$ cat src/pkg/rss_defs.svh
`ifndef RSS_DEFS_SVH
`define RSS_DEFS_SVH

// ****************************************************************
// clock and timing
// ****************************************************************
`define RSS_CLK_HZ 40000000
`define RSS_NUM_CH 16
`define RSS_CH_W 4
// read strobe indicator hold time
`define RSS_STROBE_TIME_MS 1000
`define RSS_STROBE_CYC ((`RSS_CLK_HZ / 1000) * `RSS_STROBE_TIME_MS)
// self-trigger period, no rate is fixed for it
`define RSS_SELF_TRIG_MS 1000
`define RSS_SELF_TRIG_CYC ((`RSS_CLK_HZ / 1000) * `RSS_SELF_TRIG_MS)
// one channel slot of the serial scan
`define RSS_SLOT_TIME_US 100
`define RSS_SLOT_CYC ((`RSS_CLK_HZ / 1000000) * `RSS_SLOT_TIME_US)

// ****************************************************************
// reset values
// ****************************************************************
`define RSS_CH_RST 4'h0
`define RSS_LOG_RST 16'h0000
`define RSS_CNT_RST 32'h00000000

`endif

$ cat src/pkg/rss_pkg.sv
`include "rss_defs.svh"

package rss_pkg;

   typedef enum logic [1:0] {
      RSS_IDLE = 2'b01,
      RSS_SCAN = 2'b10
   } rss_scan_st_t;

   typedef logic [`RSS_CH_W-1:0] rss_ch_t;

   typedef struct packed {
      rss_scan_st_t st;
      rss_ch_t slot;
      logic [31:0] slot_cnt;
      logic [31:0] self_cnt;
      logic [31:0] strobe_cnt;
      rss_ch_t samp_ptr;
      rss_ch_t samp_ch;
      logic [`RSS_NUM_CH-1:0] logger_en;
      logic rd_led;
      logic act;
      logic smp;
      logic trig_g;
      logic trig_r;
      logic pwr_g;
      logic pwr_r;
      rss_ch_t front_sel;
   } rss_state_t;

   typedef struct packed {
      logic [6:0] s1;
      logic [6:0] s2;
      logic ext_prev;
      rss_ch_t sel_prev;
      rss_ch_t sel_hold;
   } rss_sync_state_t;

endpackage : rss_pkg

$ cat src/pkg/rss_pin_if.sv
interface rss_pin_if;
   import rss_pkg::*;
   logic ext_mode;
   logic ext_rise;
   logic pwr_ok;
   rss_ch_t front_sel;

   modport src (
      output ext_mode,
      output ext_rise,
      output pwr_ok,
      output front_sel
   );
   modport snk (
      input ext_mode,
      input ext_rise,
      input pwr_ok,
      input front_sel
   );
endinterface : rss_pin_if

$ cat src/design/rss_sync.sv
`include "rss_defs.svh"

module rss_sync (
   input wire logic mclk_i,
   input wire logic srst_i,
   input wire logic trig_mode_ext_i,
   input wire logic ext_trig_i,
   input wire logic power_good_i,
   input wire rss_pkg::rss_ch_t front_sel_i,
   rss_pin_if.src pins
);
   import rss_pkg::*;

   rss_sync_state_t q, d;

   // s1 feeds s2 only; everything else looks at s2
   always_comb begin
      d = q;
      d.s1 = {front_sel_i, power_good_i, ext_trig_i, trig_mode_ext_i};
      d.s2 = q.s1;
      d.ext_prev = q.s2[1];
      d.sel_prev = q.s2[6:3];
      // selector word taken only once two synced samples agree, so bits
      // settling on different edges never show a false channel
      if (q.s2[6:3] == q.sel_prev) begin
         d.sel_hold = q.sel_prev;
      end
   end

   always_ff @(posedge mclk_i) begin
      if (srst_i) begin
         q <= '0;
      end else begin
         q <= d;
      end
   end

   assign pins.ext_mode = q.s2[0];
   assign pins.ext_rise = q.s2[1] & ~q.ext_prev;
   assign pins.pwr_ok = q.s2[2];
   assign pins.front_sel = q.sel_hold;
endmodule : rss_sync

$ cat src/design/rss_scan_top.sv
`include "rss_defs.svh"

module rss_scan_top #(
   parameter int unsigned STROBE_CYC = `RSS_STROBE_CYC,
   parameter int unsigned SELF_TRIG_CYC = `RSS_SELF_TRIG_CYC,
   parameter int unsigned SLOT_CYC = `RSS_SLOT_CYC
) (
   input wire logic mclk_i,
   input wire logic srst_i,
   input wire logic trig_mode_ext_i,
   input wire logic ext_trig_i,
   input wire logic power_good_i,
   input wire rss_pkg::rss_ch_t front_sel_i,
   output logic trig_led_green_o,
   output logic trig_led_red_o,
   output logic read_strobe_led_o,
   output logic power_led_green_o,
   output logic power_led_red_o,
   output rss_pkg::rss_ch_t readout_disp_o,
   output rss_pkg::rss_ch_t serial_disp_o,
   output rss_pkg::rss_ch_t serial_analog_out_sel_o,
   output logic serial_active_flag_o,
   output logic slot_sample_strobe_o,
   output rss_pkg::rss_ch_t front_analog_out_sel_o,
   output rss_pkg::rss_ch_t front_disp_o,
   output logic [`RSS_NUM_CH-1:0] logger_en_o
);
   import rss_pkg::*;

   localparam int SCAN_CYC = `RSS_NUM_CH * SLOT_CYC;

   rss_pin_if pins ();
   rss_state_t q, d;
   logic self_fire;
   logic trig;

   rss_sync u_sync (
      .mclk_i(mclk_i),
      .srst_i(srst_i),
      .trig_mode_ext_i(trig_mode_ext_i),
      .ext_trig_i(ext_trig_i),
      .power_good_i(power_good_i),
      .front_sel_i(front_sel_i),
      .pins(pins)
   );

   // one-hot logger line for a channel index
   function automatic logic [`RSS_NUM_CH-1:0] ch_onehot(input rss_ch_t ch);
      ch_onehot = '0;
      ch_onehot[ch] = 1'b1;
   endfunction : ch_onehot

   // ****************************************************************
   // trigger selection
   // ****************************************************************
   assign self_fire = !pins.ext_mode && (q.self_cnt == 32'(SELF_TRIG_CYC - 1));
   assign trig = pins.ext_mode ? pins.ext_rise : self_fire;

   // ****************************************************************
   // next state
   // ****************************************************************
   always_comb begin
      d = q;
      // self counter idles in external mode so a mode flip starts clean
      if (pins.ext_mode || self_fire) begin
         d.self_cnt = `RSS_CNT_RST;
      end else begin
         d.self_cnt = q.self_cnt + 32'h00000001;
      end

      d.trig_g = !pins.ext_mode;
      d.trig_r = pins.ext_mode;
      d.pwr_g = pins.pwr_ok;
      d.pwr_r = !pins.pwr_ok;
      d.front_sel = pins.front_sel;

      // retrigger reloads, so fast triggers keep the led lit
      if (trig) begin
         d.strobe_cnt = 32'(STROBE_CYC);
         d.rd_led = 1'b1;
      end else if (q.strobe_cnt != `RSS_CNT_RST) begin
         d.strobe_cnt = q.strobe_cnt - 32'h00000001;
         if (q.strobe_cnt == 32'h00000001) begin
            d.rd_led = 1'b0;
         end
      end

      // sampling pointer steps one channel per trigger
      if (trig) begin
         d.samp_ch = q.samp_ptr;
         d.logger_en = ch_onehot(q.samp_ptr);
         d.samp_ptr = q.samp_ptr + 4'h1;
      end

      d.smp = 1'b0;
      unique case (q.st)
         RSS_IDLE: begin
            // a trigger while scanning is absorbed by the running scan
            if (trig) begin
               d.st = RSS_SCAN;
               d.slot = `RSS_CH_RST;
               d.slot_cnt = `RSS_CNT_RST;
               d.act = 1'b1;
            end
         end
         RSS_SCAN: begin
            d.slot_cnt = q.slot_cnt + 32'h00000001;
            if (q.slot_cnt == 32'(SLOT_CYC / 2)) begin
               d.smp = 1'b1;
            end
            if (q.slot_cnt == 32'(SLOT_CYC - 1)) begin
               d.slot_cnt = `RSS_CNT_RST;
               if (q.slot == 4'hF) begin
                  d.st = RSS_IDLE;
                  d.act = 1'b0;
               end else begin
                  d.slot = q.slot + 4'h1;
               end
            end
         end
         default: begin
            d.st = RSS_IDLE;
            d.act = 1'b0;
         end
      endcase
   end

   always_ff @(posedge mclk_i) begin
      if (srst_i) begin
         q <= '{st: RSS_IDLE, slot: `RSS_CH_RST, slot_cnt: `RSS_CNT_RST,
                self_cnt: `RSS_CNT_RST, strobe_cnt: `RSS_CNT_RST,
                samp_ptr: `RSS_CH_RST, samp_ch: `RSS_CH_RST,
                logger_en: `RSS_LOG_RST, rd_led: 1'b0, act: 1'b0,
                smp: 1'b0, trig_g: 1'b1, trig_r: 1'b0, pwr_g: 1'b0,
                pwr_r: 1'b1, front_sel: `RSS_CH_RST};
      end else begin
         q <= d;
      end
   end

   // ****************************************************************
   // outputs, all straight from state flops
   // ****************************************************************
   assign trig_led_green_o = q.trig_g;
   assign trig_led_red_o = q.trig_r;
   assign read_strobe_led_o = q.rd_led;
   assign power_led_green_o = q.pwr_g;
   assign power_led_red_o = q.pwr_r;
   assign readout_disp_o = q.samp_ch;
   assign serial_disp_o = q.slot;
   assign serial_analog_out_sel_o = q.slot;
   assign serial_active_flag_o = q.act;
   assign slot_sample_strobe_o = q.smp;
   assign front_analog_out_sel_o = q.front_sel;
   assign front_disp_o = q.front_sel;
   assign logger_en_o = q.logger_en;

   // ****************************************************************
   // checks
   // ****************************************************************
   logic [31:0] act_run;
   always_ff @(posedge mclk_i) begin
      if (srst_i || !q.act) begin
         act_run <= `RSS_CNT_RST;
      end else begin
         act_run <= act_run + 32'h00000001;
      end
   end
endmodule : rss_scan_top

$ cat config.mk
export PLATFORM = sky130hd
export DESIGN_NAME = rss_scan_top
export DESIGN_NICKNAME = d
export VERILOG_FILES = /design/src/pkg/rss_pkg.sv /design/src/pkg/rss_pin_if.sv /design/src/design/rss_sync.sv /design/src/design/rss_scan_top.sv
export VERILOG_INCLUDE_DIRS = /design/src /design/src/pkg
export SDC_FILE = /design/constraint.sdc
export NUM_CORES = 1
export LEC_CHECK = 0
export ABC_AREA = 1
export BUFFER_PORTS_ARGS = -buffer_cell sky130_fd_sc_hd__clkbuf_2
export CORE_MARGIN = 10
export CORE_UTILIZATION = 60
export DETAILED_ROUTE_END_ITERATION = 7
export PLACE_DENSITY = 0.84
export SLEW_MARGIN = 30
export SYNTH_ARGS = -nofsm -noshare
export SYNTH_HDL_FRONTEND = slang
export SYNTH_SLANG_ARGS = --single-unit
$ cat constraint.sdc
create_clock -name mclk_i -period 3.1 [get_ports mclk_i]
set_clock_uncertainty 0.05 [all_clocks]
set_input_delay 0.62 -clock mclk_i [delete_from_list [all_inputs] [get_ports mclk_i]]
set_output_delay 0.62 -clock mclk_i [all_outputs]
set_load 0.05 [all_outputs]
-- After elaboration in Yosys (flattened, before gate mapping)
Cells that the tools add are included.
- add/subtract/negate cells: 5
- magnitude comparators: 2
- equality and inequality tests: 12
- multiplexer cells: 19
- bitwise operators: 3
- reduce and logical (&&, ||, !) cells: 16
- operator list (cell ; number):
    38-bit 2-to-1 mux ; 2
    36-bit one-hot mux with 2 select lines ; 1
    32-bit by 1-bit adder with 32-bit output (second input constant) ; 2
    26-bit 2-to-1 mux ; 2
    32-bit by 1-bit equality test with 1-bit output (second input constant) ; 1
    32-bit by 11-bit equality test with 1-bit output (second input constant) ; 1
    32-bit by 12-bit equality test with 1-bit output (second input constant) ; 1
    32-bit by 26-bit equality test with 1-bit output (second input constant) ; 1
    32-bit nonzero test ; 1
    32-bit by 1-bit subtractor with 32-bit output (second input constant) ; 1
    1-bit 2-to-1 mux ; 9
    4-bit by 1-bit adder with 4-bit output (second input constant) ; 2
    2-bit != test (second input constant) ; 4
    2-bit nonzero test ; 3
    2-bit OR reduction ; 3
    4-bit by 5-bit less-than comparator with 1-bit output (second input constant) ; 1
    1-bit demux with 4-bit select ; 1
    4-bit equality test ; 1
    4-bit equality test (second input constant) ; 1
    4-bit by 1-bit greater-or-equal comparator with 1-bit output (second input constant) ; 1
    4-bit 2-to-1 mux ; 1
    2-bit one-hot mux with 2 select lines ; 1
    2-bit AND reduction ; 2
    4-bit AND reduction ; 1
    10 further kinds ; 13
- register bits after elaboration: 160
- bits of input ports: 9
- output and inout bits: 43
- logic and storage cells: 79

-- Longest topological paths before layout
Gate-level depths: netlist of the first run.
- word-level depth: 5
- depth in mapped cells: 12
- mapped depth without buffers: 12

-- Hierarchy
Synthesis of the first run repeated with hierarchy kept, for this count alone.
- cell total of the unflattened synthesis: 1227
- area total of the unflattened synthesis: 8435.6 µm²
- modules (own cells, without submodules) (module ; instances ; cells each ; area an instance (µm²) ; seq. area each (µm²)):
    rss_scan_top ; 1 ; 1124 ; 7602.3 ; 2722.6
    rss_sync ; 1 ; 103 ; 833.3 ; 460.4

-- Worst setup path before layout of the first run
OpenSTA, ideal clock, no wires.
- path type: reg-to-reg
- from: register q[136] in the netlist's numbering
- to: register q, in the netlist serial_analog_out_sel_o[0]
- library setup time: 0.064 ns
- arrival: 1.642 ns
- data required time: 2.986 ns
- slack: 1.345 ns
- stages on the path, launching flop included: 11
- buffers on the path: 0
- path through: dfxtp_1 -> nand2_1 -> inv_1 -> nand2_1 -> nand2_1 -> inv_1 -> nor2_4 -> nand2_1 -> inv_1 -> nor2_1 -> nor2_1
- word-level cells in the longest chain between the ends: 3
- elaborated cells on any way between the ends: 8
- classes of those cells: 5 x eq/ne; 1 x mux; 2 x reduce/logical
- RTL lines (item ; RTL line ; RTL):
    start: declaration ; rss_scan_top.sv:33 ; rss_state_t q, d;
    start signal: assignment ; rss_scan_top.sv:130 ; q <= '{st: RSS_IDLE, slot: `RSS_CH_RST, slot_cnt: `RSS_CNT_RST,
    2-bit equality test / 2-bit by 1-bit equality test with 1-bit output (equally long branches) ; rss_scan_top.sv:96 ; unique case (q.st)
    2-bit != test (no source line) / 2-bit nonzero test (equally long branches) ; -- ;
    4-bit AND reduction (no source line) ; -- ;
Several ways; a longest one is shown, not always the timed one.
A chain may end at the register's enable or synchronous reset.

-- Worst setup path in the final report of the first run
- from: register q[67] in the netlist's numbering
- to: register q[65] in the netlist's numbering
- word-level cells in the longest chain between the ends: 4
- RTL lines (item ; RTL line ; RTL):
    32-bit by 26-bit equality test with 1-bit output ; rss_scan_top.sv:56 ; assign self_fire = !pins.ext_mode && (q.self_cnt == 32'(SELF_TRIG_CYC - 1));
    1-bit logical AND ; rss_scan_top.sv:56 ;
    1-bit 2-to-1 mux ; rss_scan_top.sv:57 ; assign trig = pins.ext_mode ? pins.ext_rise : self_fire;
    2-bit OR reduction (no source line) ; -- ;
No other way between the ends.

==> flow_summary_export.csv, run 1 <==
group,metric,value,unit
synth,ys.flop_type,"dfxtp_1",
final_layout,post-route-util,0.664,
setup_path,critPathCaptureType,"flop",
power,power_density,763,nW/µm²
final_layout,fin_cells,1365,
setup_path,endpoint,"q[65]",
routing,drtIter0Drc,654,
clock_network,ctsRootBufferMaster,"clkbuf_16",
clock_network,post_cts_buffers,0,
clock_network,hold_buffers,0,
power,pwr-share-clk,0.307,
final_layout,drive_gt1_frac,0.107,
synth,syn_area_per_cell,6.95,µm²
clock_network,cts_resized,0,
synth,async_reset_ff_frac,0,
sta,tightest_slew,0.638,ns
floorplanning,std_cell_rows,42,
routing,wire_per_inst,13.7,µm
sta,worst_slack,0.747,ns
synth,synth-edff-count,0,
grt,first_global_vias,6659,
sta,max_freq,425,MHz
grt,overflow,0,
power,p_int,4.17,mW
routing,met2WireLength,8.91,mm
run,maxCapViolCount,0,
sta,slew_headroom,0.575,
routing,finalWirelength,18.7,mm
sta,hold_viol,0,
hold_path,whs_path_depth,3,
power,p_sw_frac,0.377,
routing,drc_errors,0,
grt,antenna_found_initial,0,
synth,synth_area_leaders,"dfxtp_1, nand2_1, nor2_1, nand3_1, inv_1",
routing,wl_met1,8.21,mm
synth,syn_area,8110,µm²
clock_network,htree_levels,4,
routing,routed-wl-met3,1.10,mm
setup_path,cp_data_arrival_time,2.60,ns
placed_design,dp_hpwl,13.1,mm
grt,grt_max_degree,58,
routing,routed.top_layer,"met4",
setup_path,critPathMaxFanout,25,
floorplanning,dieArea,18600,µm²
floorplanning,core_area,13200,µm²
final_layout,final_common_cell,"nand2_1",
placed_design,gp_congestion,0.935,
sta,fin_crit_sh,0.759,
power,irDropWorstVdd,0.000466,V
synth,synth-seq-cells,159,
setup_path,crit_type,"reg2reg",
power,p_comb_frac,0.326,
final_layout,fin_nets,1196,
floorplanning,die_x,136,µm
setup_path,r2r-start,"q[67]",
floorplanning,start_util,0.612,
routing,viasPerCell,5.38,
final_layout,diodes,0,
clock_network,tritoncts.num_buffers,17,
sta,drv_slew,0,
sta,min_period,2.35,ns
synth,ys_warn_count,0,
routing,via_count,7344,
final_layout,layout_common_cells,"nand2_1, nor2_1, dfxtp_1",
routing,dr.pass1.iters,6,
floorplanning,io_pins,52,
synth,synth_top_area_frac,0.393,
sta,setup_viol,0,
synth,syn_inst,1167,
setup_path,required,3.35,ns
placed_design,dp.cells,1333,
power,p_leak,3.50,nW
grt,globalRouteTotalUtil,0.204,
clock_network,clkTransAtPathRegs,0.07,ns
grt,grt_pass1_wl,31.1,mm
hold_path,min_path_type,"in2reg",
clock_network,clock-sinks,159,
power,pwr-share-seq,0.367,
power,p_sw,2.53,mW
routing,ant_nets,0,
synth,synthDistinctLibCells,40,
final_layout,fillCellCount,1144,
setup_path,rr_worst_depth,10,
sta,whs,0.318,ns
placed_design,pre_cts_slack,0.761,ns
clock_network,clk_latency,0.43,ns
outcome,status,"finished clean",
final_layout,area_growth_syn_to_layout,8.36,%
clock_network,cts_tree,"built",
synth,yosysTopAreaCell,"dfxtp_1",
setup_path,r2r_setup_slack,0.75,ns
sta,timing.setup.tns,0,ns
placed_design,numPortBuffers,51,
synth,ys_seq_area_frac,0.393,
synth,synth_fp_nets,1187,
setup_path,r2r_end,"q[65]",
floorplanning,dieHeight,136,µm
setup_path,crit_start,"q[67]",
sta,rsz0062_at_grt,"no",
setup_path,worstSetupStartpointType,"flop",
clock_network,clockBufferDepth,2,
==> area by class of cell <==
class,instances,area (µm²),share of cell area
multi-input combinational,823,4050,0.461
tap,176,220,0.0251
clock inverter,14,151,0.0172
sequential,159,3180,0.362
clock buffer,18,429,0.0488
timing repair buffer,59,315,0.0359
inverter,116,435,0.0496
==> synthesized netlist by cell type (2+ instances only) <==
cell type	instances
xnor2_1	22
nand2_1	228
or2_2	4
inv_1	114
nand3_1	112
clkbuf_1	12
buf_2	12
nand3_2	7
dfxtp_1	159
nand2_2	7
nor2_1	206
o21ai_0	43
o211ai_1	3
ha_1	11
o21bai_1	3
a21o_1	2
nor2_4	6
nor2_2	7
buf_1	3
nor3_1	26
nand4_1	23
a21oi_1	65
xor2_1	26
nor4_1	4
nor3b_1	6
o21a_1	3
buf_4	40
==> power by group through the flow <==
stage               Sequential [mW]  Clock (mW)  Combinational [mW]
finish                         2.46        2.05                2.19
global route                   2.48        2.17                2.49
CTS                            2.45        2.07                2.16
detailed placement             2.49           0                2.11
global placement               2.49           0                2.07
floorplan                      2.45           0                1.75
==> worst min-delay path by stage <==
stage / start / to
final: front_sel_i[3] / u_sync.d[15]
after global routing: front_sel_i[3] / u_sync.d[15]
after CTS: front_sel_i[3] / u_sync.d[15]
after detailed placement: u_sync.pins.pwr_ok / power_led_red_o
after global placement: u_sync.pins.pwr_ok / power_led_red_o
after floorplan: u_sync.pins.pwr_ok / power_led_red_o
==> stage by stage <==
step | power (mW) | cell area (µm²)
6_report | 6.70 | 8790
5_1_grt | 7.14 | 8790
4_1_cts | 6.68 | 8780
3_5_place_dp | 4.60 | 8200
3_3_place_gp | 4.56 | 8200
2_1_floorplan | 4.19 | 8110
==> registers in the layout, indices dropped and copies added, names as in the netlist <==
register,cells
u_sync.pins.pwr_ok,1
q,102
power_led_green_o,1
slot_sample_strobe_o,1
readout_disp_o,4
power_led_red_o,1
front_analog_out_sel_o,4
u_sync.q,5
u_sync.d,12
u_sync.pins.front_sel,4
read_strobe_led_o,1
logger_en_o,16
trig_led_green_o,1
serial_analog_out_sel_o,4
u_sync.pins.ext_mode,1
trig_led_red_o,1
==> kinds of logic after synthesis <==
logic type               after synthesis  share of synthesized area
AND/OR/NAND/NOR                      641                      0.350
AO/OA/AOI/OAI                        123                     0.0807
buffers and inverters                185                      0.108
flip-flops                           159                      0.393
adder cells (fa/ha/maj)               11                     0.0170
XOR/XNOR                              48                     0.0518
==> metal layers <==
layer  up-vias  GRT usage
met1      3337      0.249
met3        41     0.0498
met5         -          0
met2       238      0.337
li1       3728          -
met4         0     0.0793
==> worst max-delay path, stage by stage (launching register included) <==
cell	delay, ns
dfxtp_1	0.37
ha_1	0.19
nand2_1	0.10
nor2_4	0.17
nand2_4	0.12
nor2_4	0.14
nand3_2	0.10
nand2_2	0.21
inv_2	0.23
nand2_2	0.42
nor3_1	0.11
(Power assumes the default switching activity.)
==> run 2, diff against run 1 <==
CORE_UTILIZATION = 55   (was 60)
PLACE_DENSITY = 0.81   (was 0.84)
clock period = 2.15 ns   (was 3.1 ns; I/O delays follow)
==> run 2 against run 1 <==
Clock power increased by 50%. Utilization fell by 3.9 points. Final cell count up 2.2%. Combinational power is 48% higher. Highest routed layer unchanged. Largest cell class unchanged. Critical path depth up 1. Critical path type unchanged. Fmax increased by 18%. Non-clock buffer count rose by 22.
==> flow_summary_export.csv, run 2 (synthesis results as in run 1) <==
group,metric,value,unit
final_layout,post-route-util,0.625,
setup_path,rr_worst_depth,11,
placed_design,numPortBuffers,51,
sta,slew_headroom,0.583,
routing,via_count,7422,
setup_path,critPathCaptureType,"flop",
grt,first_global_vias,6814,
setup_path,worstSetupStartpointType,"flop",
final_layout,regMostFlops,"q",
routing,drtIter0Drc,679,
final_layout,largest_reg_flops,102,
floorplanning,start_util,0.560,
final_layout,ff_latch_area,3180,µm²
clock_network,clk_latency,0.43,ns
setup_path,path_buf_inv,1,
sta,max_freq,503,MHz
placed_design,pre_cts_slack,0.0550,ns
routing,finalWirelength,19.0,mm
setup_path,cp_top_family,"simple AND/OR/NAND/NOR gates",
hold_path,min_path_type,"in2reg",
sta,drv_slew,0,
setup_path,r2r_setup_slack,0.16,ns
power,power,9.88,mW
placed_design,placed_area,8370,µm²
floorplanning,std_cell_rows,44,
routing,dr.pass1.iters,5,
floorplanning,dieHeight,141,µm
clock_network,ctsRootBufferMaster,"clkbuf_16",
sta,whs,0.142,ns
setup_path,crit_type,"reg2reg",
hold_path,min_to,"u_sync.d[9]",
clock_network,cts_tree,"built",
run,maxCapViolCount,0,
clock_network,tritoncts.num_buffers,17,
sta,tightest_slew,0.625,ns
final_layout,fin_nets,1218,
setup_path,r2r_end,"q[101]",
sta,worst_slack,0.162,ns
floorplanning,die_x,141,µm
clock_network,htree_levels,4,
placed_design,dp.cells,1359,
sta,setup_viol,0,
final_layout,multi_input_area,4060,µm²
floorplanning,io_pins,52,
final_layout,fin_cells,1395,
clock_network,clock-sinks,159,
grt,grt_max_degree,58,
setup_path,worstPathCellList,"ha_1, nand2_1, nor2_4, nand2_4, nor2_4, nand3_2, nand2_4, nand2_2, buf_6, nand3_1, a21oi_1",
grt,antenna_found_initial,0,
routing,viasPerCell,5.32,
sta,timing.setup.tns,0,ns
setup_path,required,2.38,ns
final_layout,layout_common_cells,"nand2_1, nor2_1, dfxtp_1",
sta,fin_crit_sh,0.925,
hold_path,whs_path_depth,3,
sta,hold_viol,0,
power,p_leak,3.66,nW
sta,min_period,1.99,ns
final_layout,diodes,0,
clock_network,clockBufferDepth,2,
setup_path,r2r-start,"q[67]",
grt,overflow,0,
placed_design,dp_hpwl,13.2,mm
setup_path,critPathMaxFanout,32,
clock_network,clkTransAtPathRegs,0.07,ns
routing,ant_nets,0,
final_layout,postLayoutCellArea,9040,µm²
power,power_density,1090,nW/µm²
grt,grt_pass1_wl,31.8,mm
final_layout,fillCellCount,1231,
final_layout,drive_gt1_frac,0.125,
routing,wire_per_inst,13.6,µm
routing,drc_errors,0,
setup_path,cp_data_arrival_time,2.22,ns
setup_path,slowest_delay,0.35,ns
grt,globalRouteTotalUtil,0.189,
setup_path,crit_slowest_cell,"dfxtp_1",
final_layout,area_growth_syn_to_layout,11.5,%
power,irDropWorstVdd,0.000648,V
hold_path,hold_path.startpoint,"trig_mode_ext_i",
floorplanning,core_area,14500,µm²
outcome,status,"finished clean",
final_layout,final_common_cell,"nand2_1",
floorplanning,dieArea,20000,µm²
placed_design,gp_congestion,0.882,
==> run 2: cell types whose count changed in the layout (fill, tap and decap cells not counted), moves of 2 or more <==
cell	change
clkinvlp_4	-2
buf_12	+3
buf_4	+18
inv_6	-2
clkinv_2	+2
clkinv_4	+2
clkbuf_8	+2
==> run 2: worst max path at each step <==
| stage | slack, ns | cells past startpoint | end | start |
|---|---|---|---|---|
| after floorplan | 0.39 | 10 | serial_analog_out_sel_o[0] | q[136] |
| after global placement | 0.1 | 11 | serial_analog_out_sel_o[0] | q[100] |
| final | 0.16 | 11 | q[101] | q[67] |
| after detailed placement | 0.05 | 11 | serial_analog_out_sel_o[1] | q[100] |
| after global routing | -0.04 | 9 | q[54] | q[44] |
| after CTS | 0.02 | 11 | serial_analog_out_sel_o[1] | q[100] |
==> run 2: routing by layer <==
metal | share of wire | track usage
met1 | 0.44 | 0.234
met2 | 0.47 | 0.313
met3 | 0.061 | 0.0444
met4 | 0.021 | 0.0705
met5 | 0 | 0
==> run 2: worst min-delay path, cell delays in order <==
cell and delay, ns:
clkbuf_2 0.08, inv_1 0.04, nor2_1 0.03
==> run 2: report_power, final <==
part	leakage (nW)	switching, mW	internal (mW)
Sequential	1.29	0.297	3.26
Clock	0.298	1.28	1.80
Combinational	2.08	2.04	1.21
Total	3.66	3.61	6.27
==> run 2: repair_timing <==
| action | 4_1_cts | 5_1_grt |
|---|---|---|
| hold buffers | 0 | 0 |
| resized for setup | 0 | 7 |
| setup buffers | 0 | 4 |
| setup endpoints to repair | 0 | 71 |
==> run 2: cell type report <==
type	count	area share
inverter	116	0.0488
timing repair buffer	81	0.0577
clock buffer	19	0.0501
tap	184	0.0255
multi-input combinational	823	0.449
clock inverter	13	0.0169
sequential	159	0.352
==> run 3, diff against run 2 <==
ABC_AREA = 0   (was 1)
CTS_BUF_LIST = sky130_fd_sc_hd__clkbuf_8 sky130_fd_sc_hd__clkbuf_16   (was not set)
PLACE_DENSITY = 0.82   (was 0.81)
==> run 3 against run 2 <==
The flow now finishes with violations (setup timing). Critical path depth shrank 5. Total power grew 5.5%. Sequential power shrank 3%. Clock-buffer cell count shrank 2. Utilization grew 9.0 points. Sequential share of layout area shrank 1.6 points. Final cell count shrank 18%. Worst hold slack gained 0.012 ns. Final area grew 5.1%. Setup slack lost 0.35 ns. Die area shrank 6.7%. Combinational power grew 14%. Critical path type unchanged. Highest routed layer unchanged.
==> flow_summary_export.csv, run 3 <==
group,metric,value,unit
outcome,violations,"setup timing",
clock_network,tritoncts.num_buffers,17,
setup_path,critPathMaxFanout,7,
routing,via_count,7220,
hold_path,whs_path_depth,2,
routing,ant_nets,0,
clock_network,cts_tree,"built",
setup_path,crit_start,"q[82]",
sta,worst_slack,-0.185,ns
synth,syn_area_per_cell,8.66,µm²
power,power_density,1100,nW/µm²
final_layout,ff_latch_area,3190,µm²
placed_design,dp_hpwl,12.3,mm
clock_network,clock-sinks,159,
grt,grt_pass1_wl,31.4,mm
synth,synth_top_area_frac,0.426,
final_layout,multi_input_area,4250,µm²
sta,rsz0062_at_grt,"yes",
setup_path,cp_data_arrival_time,2.58,ns
clock_network,hold_buffers,0,
hold_path,min_path_type,"in2reg",
setup_path,worstSetupStartpointType,"flop",
sta,max_freq,428,MHz
grt,antenna_found_initial,0,
placed_design,gp_congestion,0.880,
sta,whs,0.154,ns
final_layout,fin_nets,974,
routing,viasPerCell,6.32,
setup_path,crit_type,"reg2reg",
power,p_leak,3.48,nW
synth,synth_area_leaders,"dfxtp_1, nand3_1, buf_4, a21oi_1, nor2_1",
sta,tightest_slew,0.811,ns
synth,ys_warn_count,0,
routing,met2WireLength,10.0,mm
floorplanning,std_cell_rows,42,
sta,timing.setup.tns,-10.09,ns
routing,wire_per_inst,18.3,µm
sta,hold_viol,0,
setup_path,critPathCaptureType,"flop",
placed_design,numPortBuffers,51,
setup_path,r2r-start,"q[82]",
routing,routed-wl-met3,1.71,mm
floorplanning,dieArea,18700,µm²
clock_network,clkTransAtPathRegs,0.06,ns
floorplanning,die_x,137,µm
grt,globalRouteTotalUtil,0.203,
synth,synth-edff-count,0,
synth,syn_inst,863,
final_layout,regMostFlops,"q",
clock_network,clockBufferDepth,2,
synth,synthDistinctLibCells,61,
routing,drtIter0Drc,697,
final_layout,fillCellCount,911,
final_layout,diodes,0,
setup_path,r2r_end,"q[107]",
final_layout,final_common_cell,"dfxtp_1",
routing,routed.top_layer,"met4",
synth,ys.flop_type,"dfxtp_1",
setup_path,rr_worst_depth,6,
grt,grt_max_degree,32,
synth,syn_area,7480,µm²
synth,synth_commonest_cells,"dfxtp_1, nand3_1, nor2_1",
outcome,status,"finished, violations left",
run,maxCapViolCount,0,
sta,setup_viol,91,
floorplanning,dieHeight,137,µm
grt,first_global_vias,6604,
synth,synth-seq-cells,159,
sta,drv_slew,0,
grt,overflow,0,
synth,async_reset_ff_frac,0,
floorplanning,io_pins,52,
synth,ys_seq_area_frac,0.426,
routing,finalWirelength,20.9,mm
floorplanning,core_area,13300,µm²
setup_path,r2r_setup_slack,-0.18,ns
routing,dr.pass1.iters,5,
power,irDropWorstVdd,0.000670,V
sta,min_period,2.33,ns
setup_path,endpoint,"q[107]",
floorplanning,start_util,0.562,
synth,synth.most_common_cell,"dfxtp_1",
routing,drc_errors,0,
final_layout,drive_gt1_frac,0.302,
routing,wl_met1,8.39,mm
synth,yosysTopAreaCell,"dfxtp_1",
clock_network,ctsRootBufferMaster,"clkbuf_16",
sta,fin_crit_sh,1.09,
final_layout,largest_reg_flops,102,
clock_network,htree_levels,4,
synth,synth_fp_nets,883,
setup_path,required,2.40,ns
clock_network,clk_latency,0.43,ns
sta,slew_headroom,0.459,
final_layout,area_growth_syn_to_layout,27.1,%
final_layout,layout_common_cells,"dfxtp_1, buf_4, nor2_1",
## run 3: worst min path at each step
stage | from | endpoint | slack, ns
4_1_cts | front_sel_i[1] | u_sync.d[13] | 0.14
5_1_grt | front_sel_i[1] | u_sync.d[13] | 0.16
2_1_floorplan | u_sync.pins.pwr_ok | power_led_red_o | 0.31
6_report | ext_trig_i | u_sync.d[10] | 0.15
3_5_place_dp | u_sync.pins.pwr_ok | power_led_red_o | 0.32
3_3_place_gp | u_sync.pins.pwr_ok | power_led_red_o | 0.32
## run 3: critical path, stage by stage (launching register included)
cell	delay [ns]
dfxtp_2	0.32
or4b_4	0.52
or4_4	0.45
or4_4	0.51
buf_6	0.17
nand2_8	0.08
a311oi_2	0.10
## run 3: cell families after synthesis
kind of cell | count (synthesis) | share of synthesized area
XOR/XNOR | 45 | 0.0527
buffers and inverters | 104 | 0.0721
AND/OR/NAND/NOR | 370 | 0.276
flip-flops | 159 | 0.426
multiplexers | 8 | 0.0110
AO/OA/AOI/OAI | 166 | 0.144
adder cells (fa/ha/maj) | 11 | 0.0184
## run 3: per-stage QoR
stage	utilization	setup slack [ns]	total power [mW]	cells	instance area (µm²)
floorplan	-	-0.150	5.35	863	7630
global placement	0.624	-0.110	6.14	1096	8300
detailed placement	0.624	-0.171	6.22	1096	8300
CTS	0.685	-0.154	9.79	1138	9110
global route	0.715	-0.240	10.8	1143	9510
finish	0.715	-0.185	10.4	1143	9510
## run 3: final cells by class
class | count | share of cell area
clock inverters | 15 | 0.0232
repair buffers | 155 | 0.120
clock buffers | 17 | 0.0448
inverters | 16 | 0.00632
multi-input cells | 605 | 0.447
flip-flops and latches | 159 | 0.336
well taps | 176 | 0.0232
## run 3: repair_timing
item                                    CTS  global route
cloned                                    4             3
endpoints found under the setup margin   86           126
pin swaps                                10            18
buffers inserted                          6             3
gates resized for setup                  22            72
## run 3: where the power goes
part / total, mW / switching, mW / internal, mW
Sequential: 3.46 / 0.249 / 3.21
Clock: 3.28 / 1.22 / 2.06
Combinational: 3.69 / 2.07 / 1.62
## run 3: per-layer routing
layer	global-route usage	vias up
met5	0	-
met4	0.0917	0
met3	0.0491	105
met2	0.330	407
met1	0.248	3380
li1	-	3328
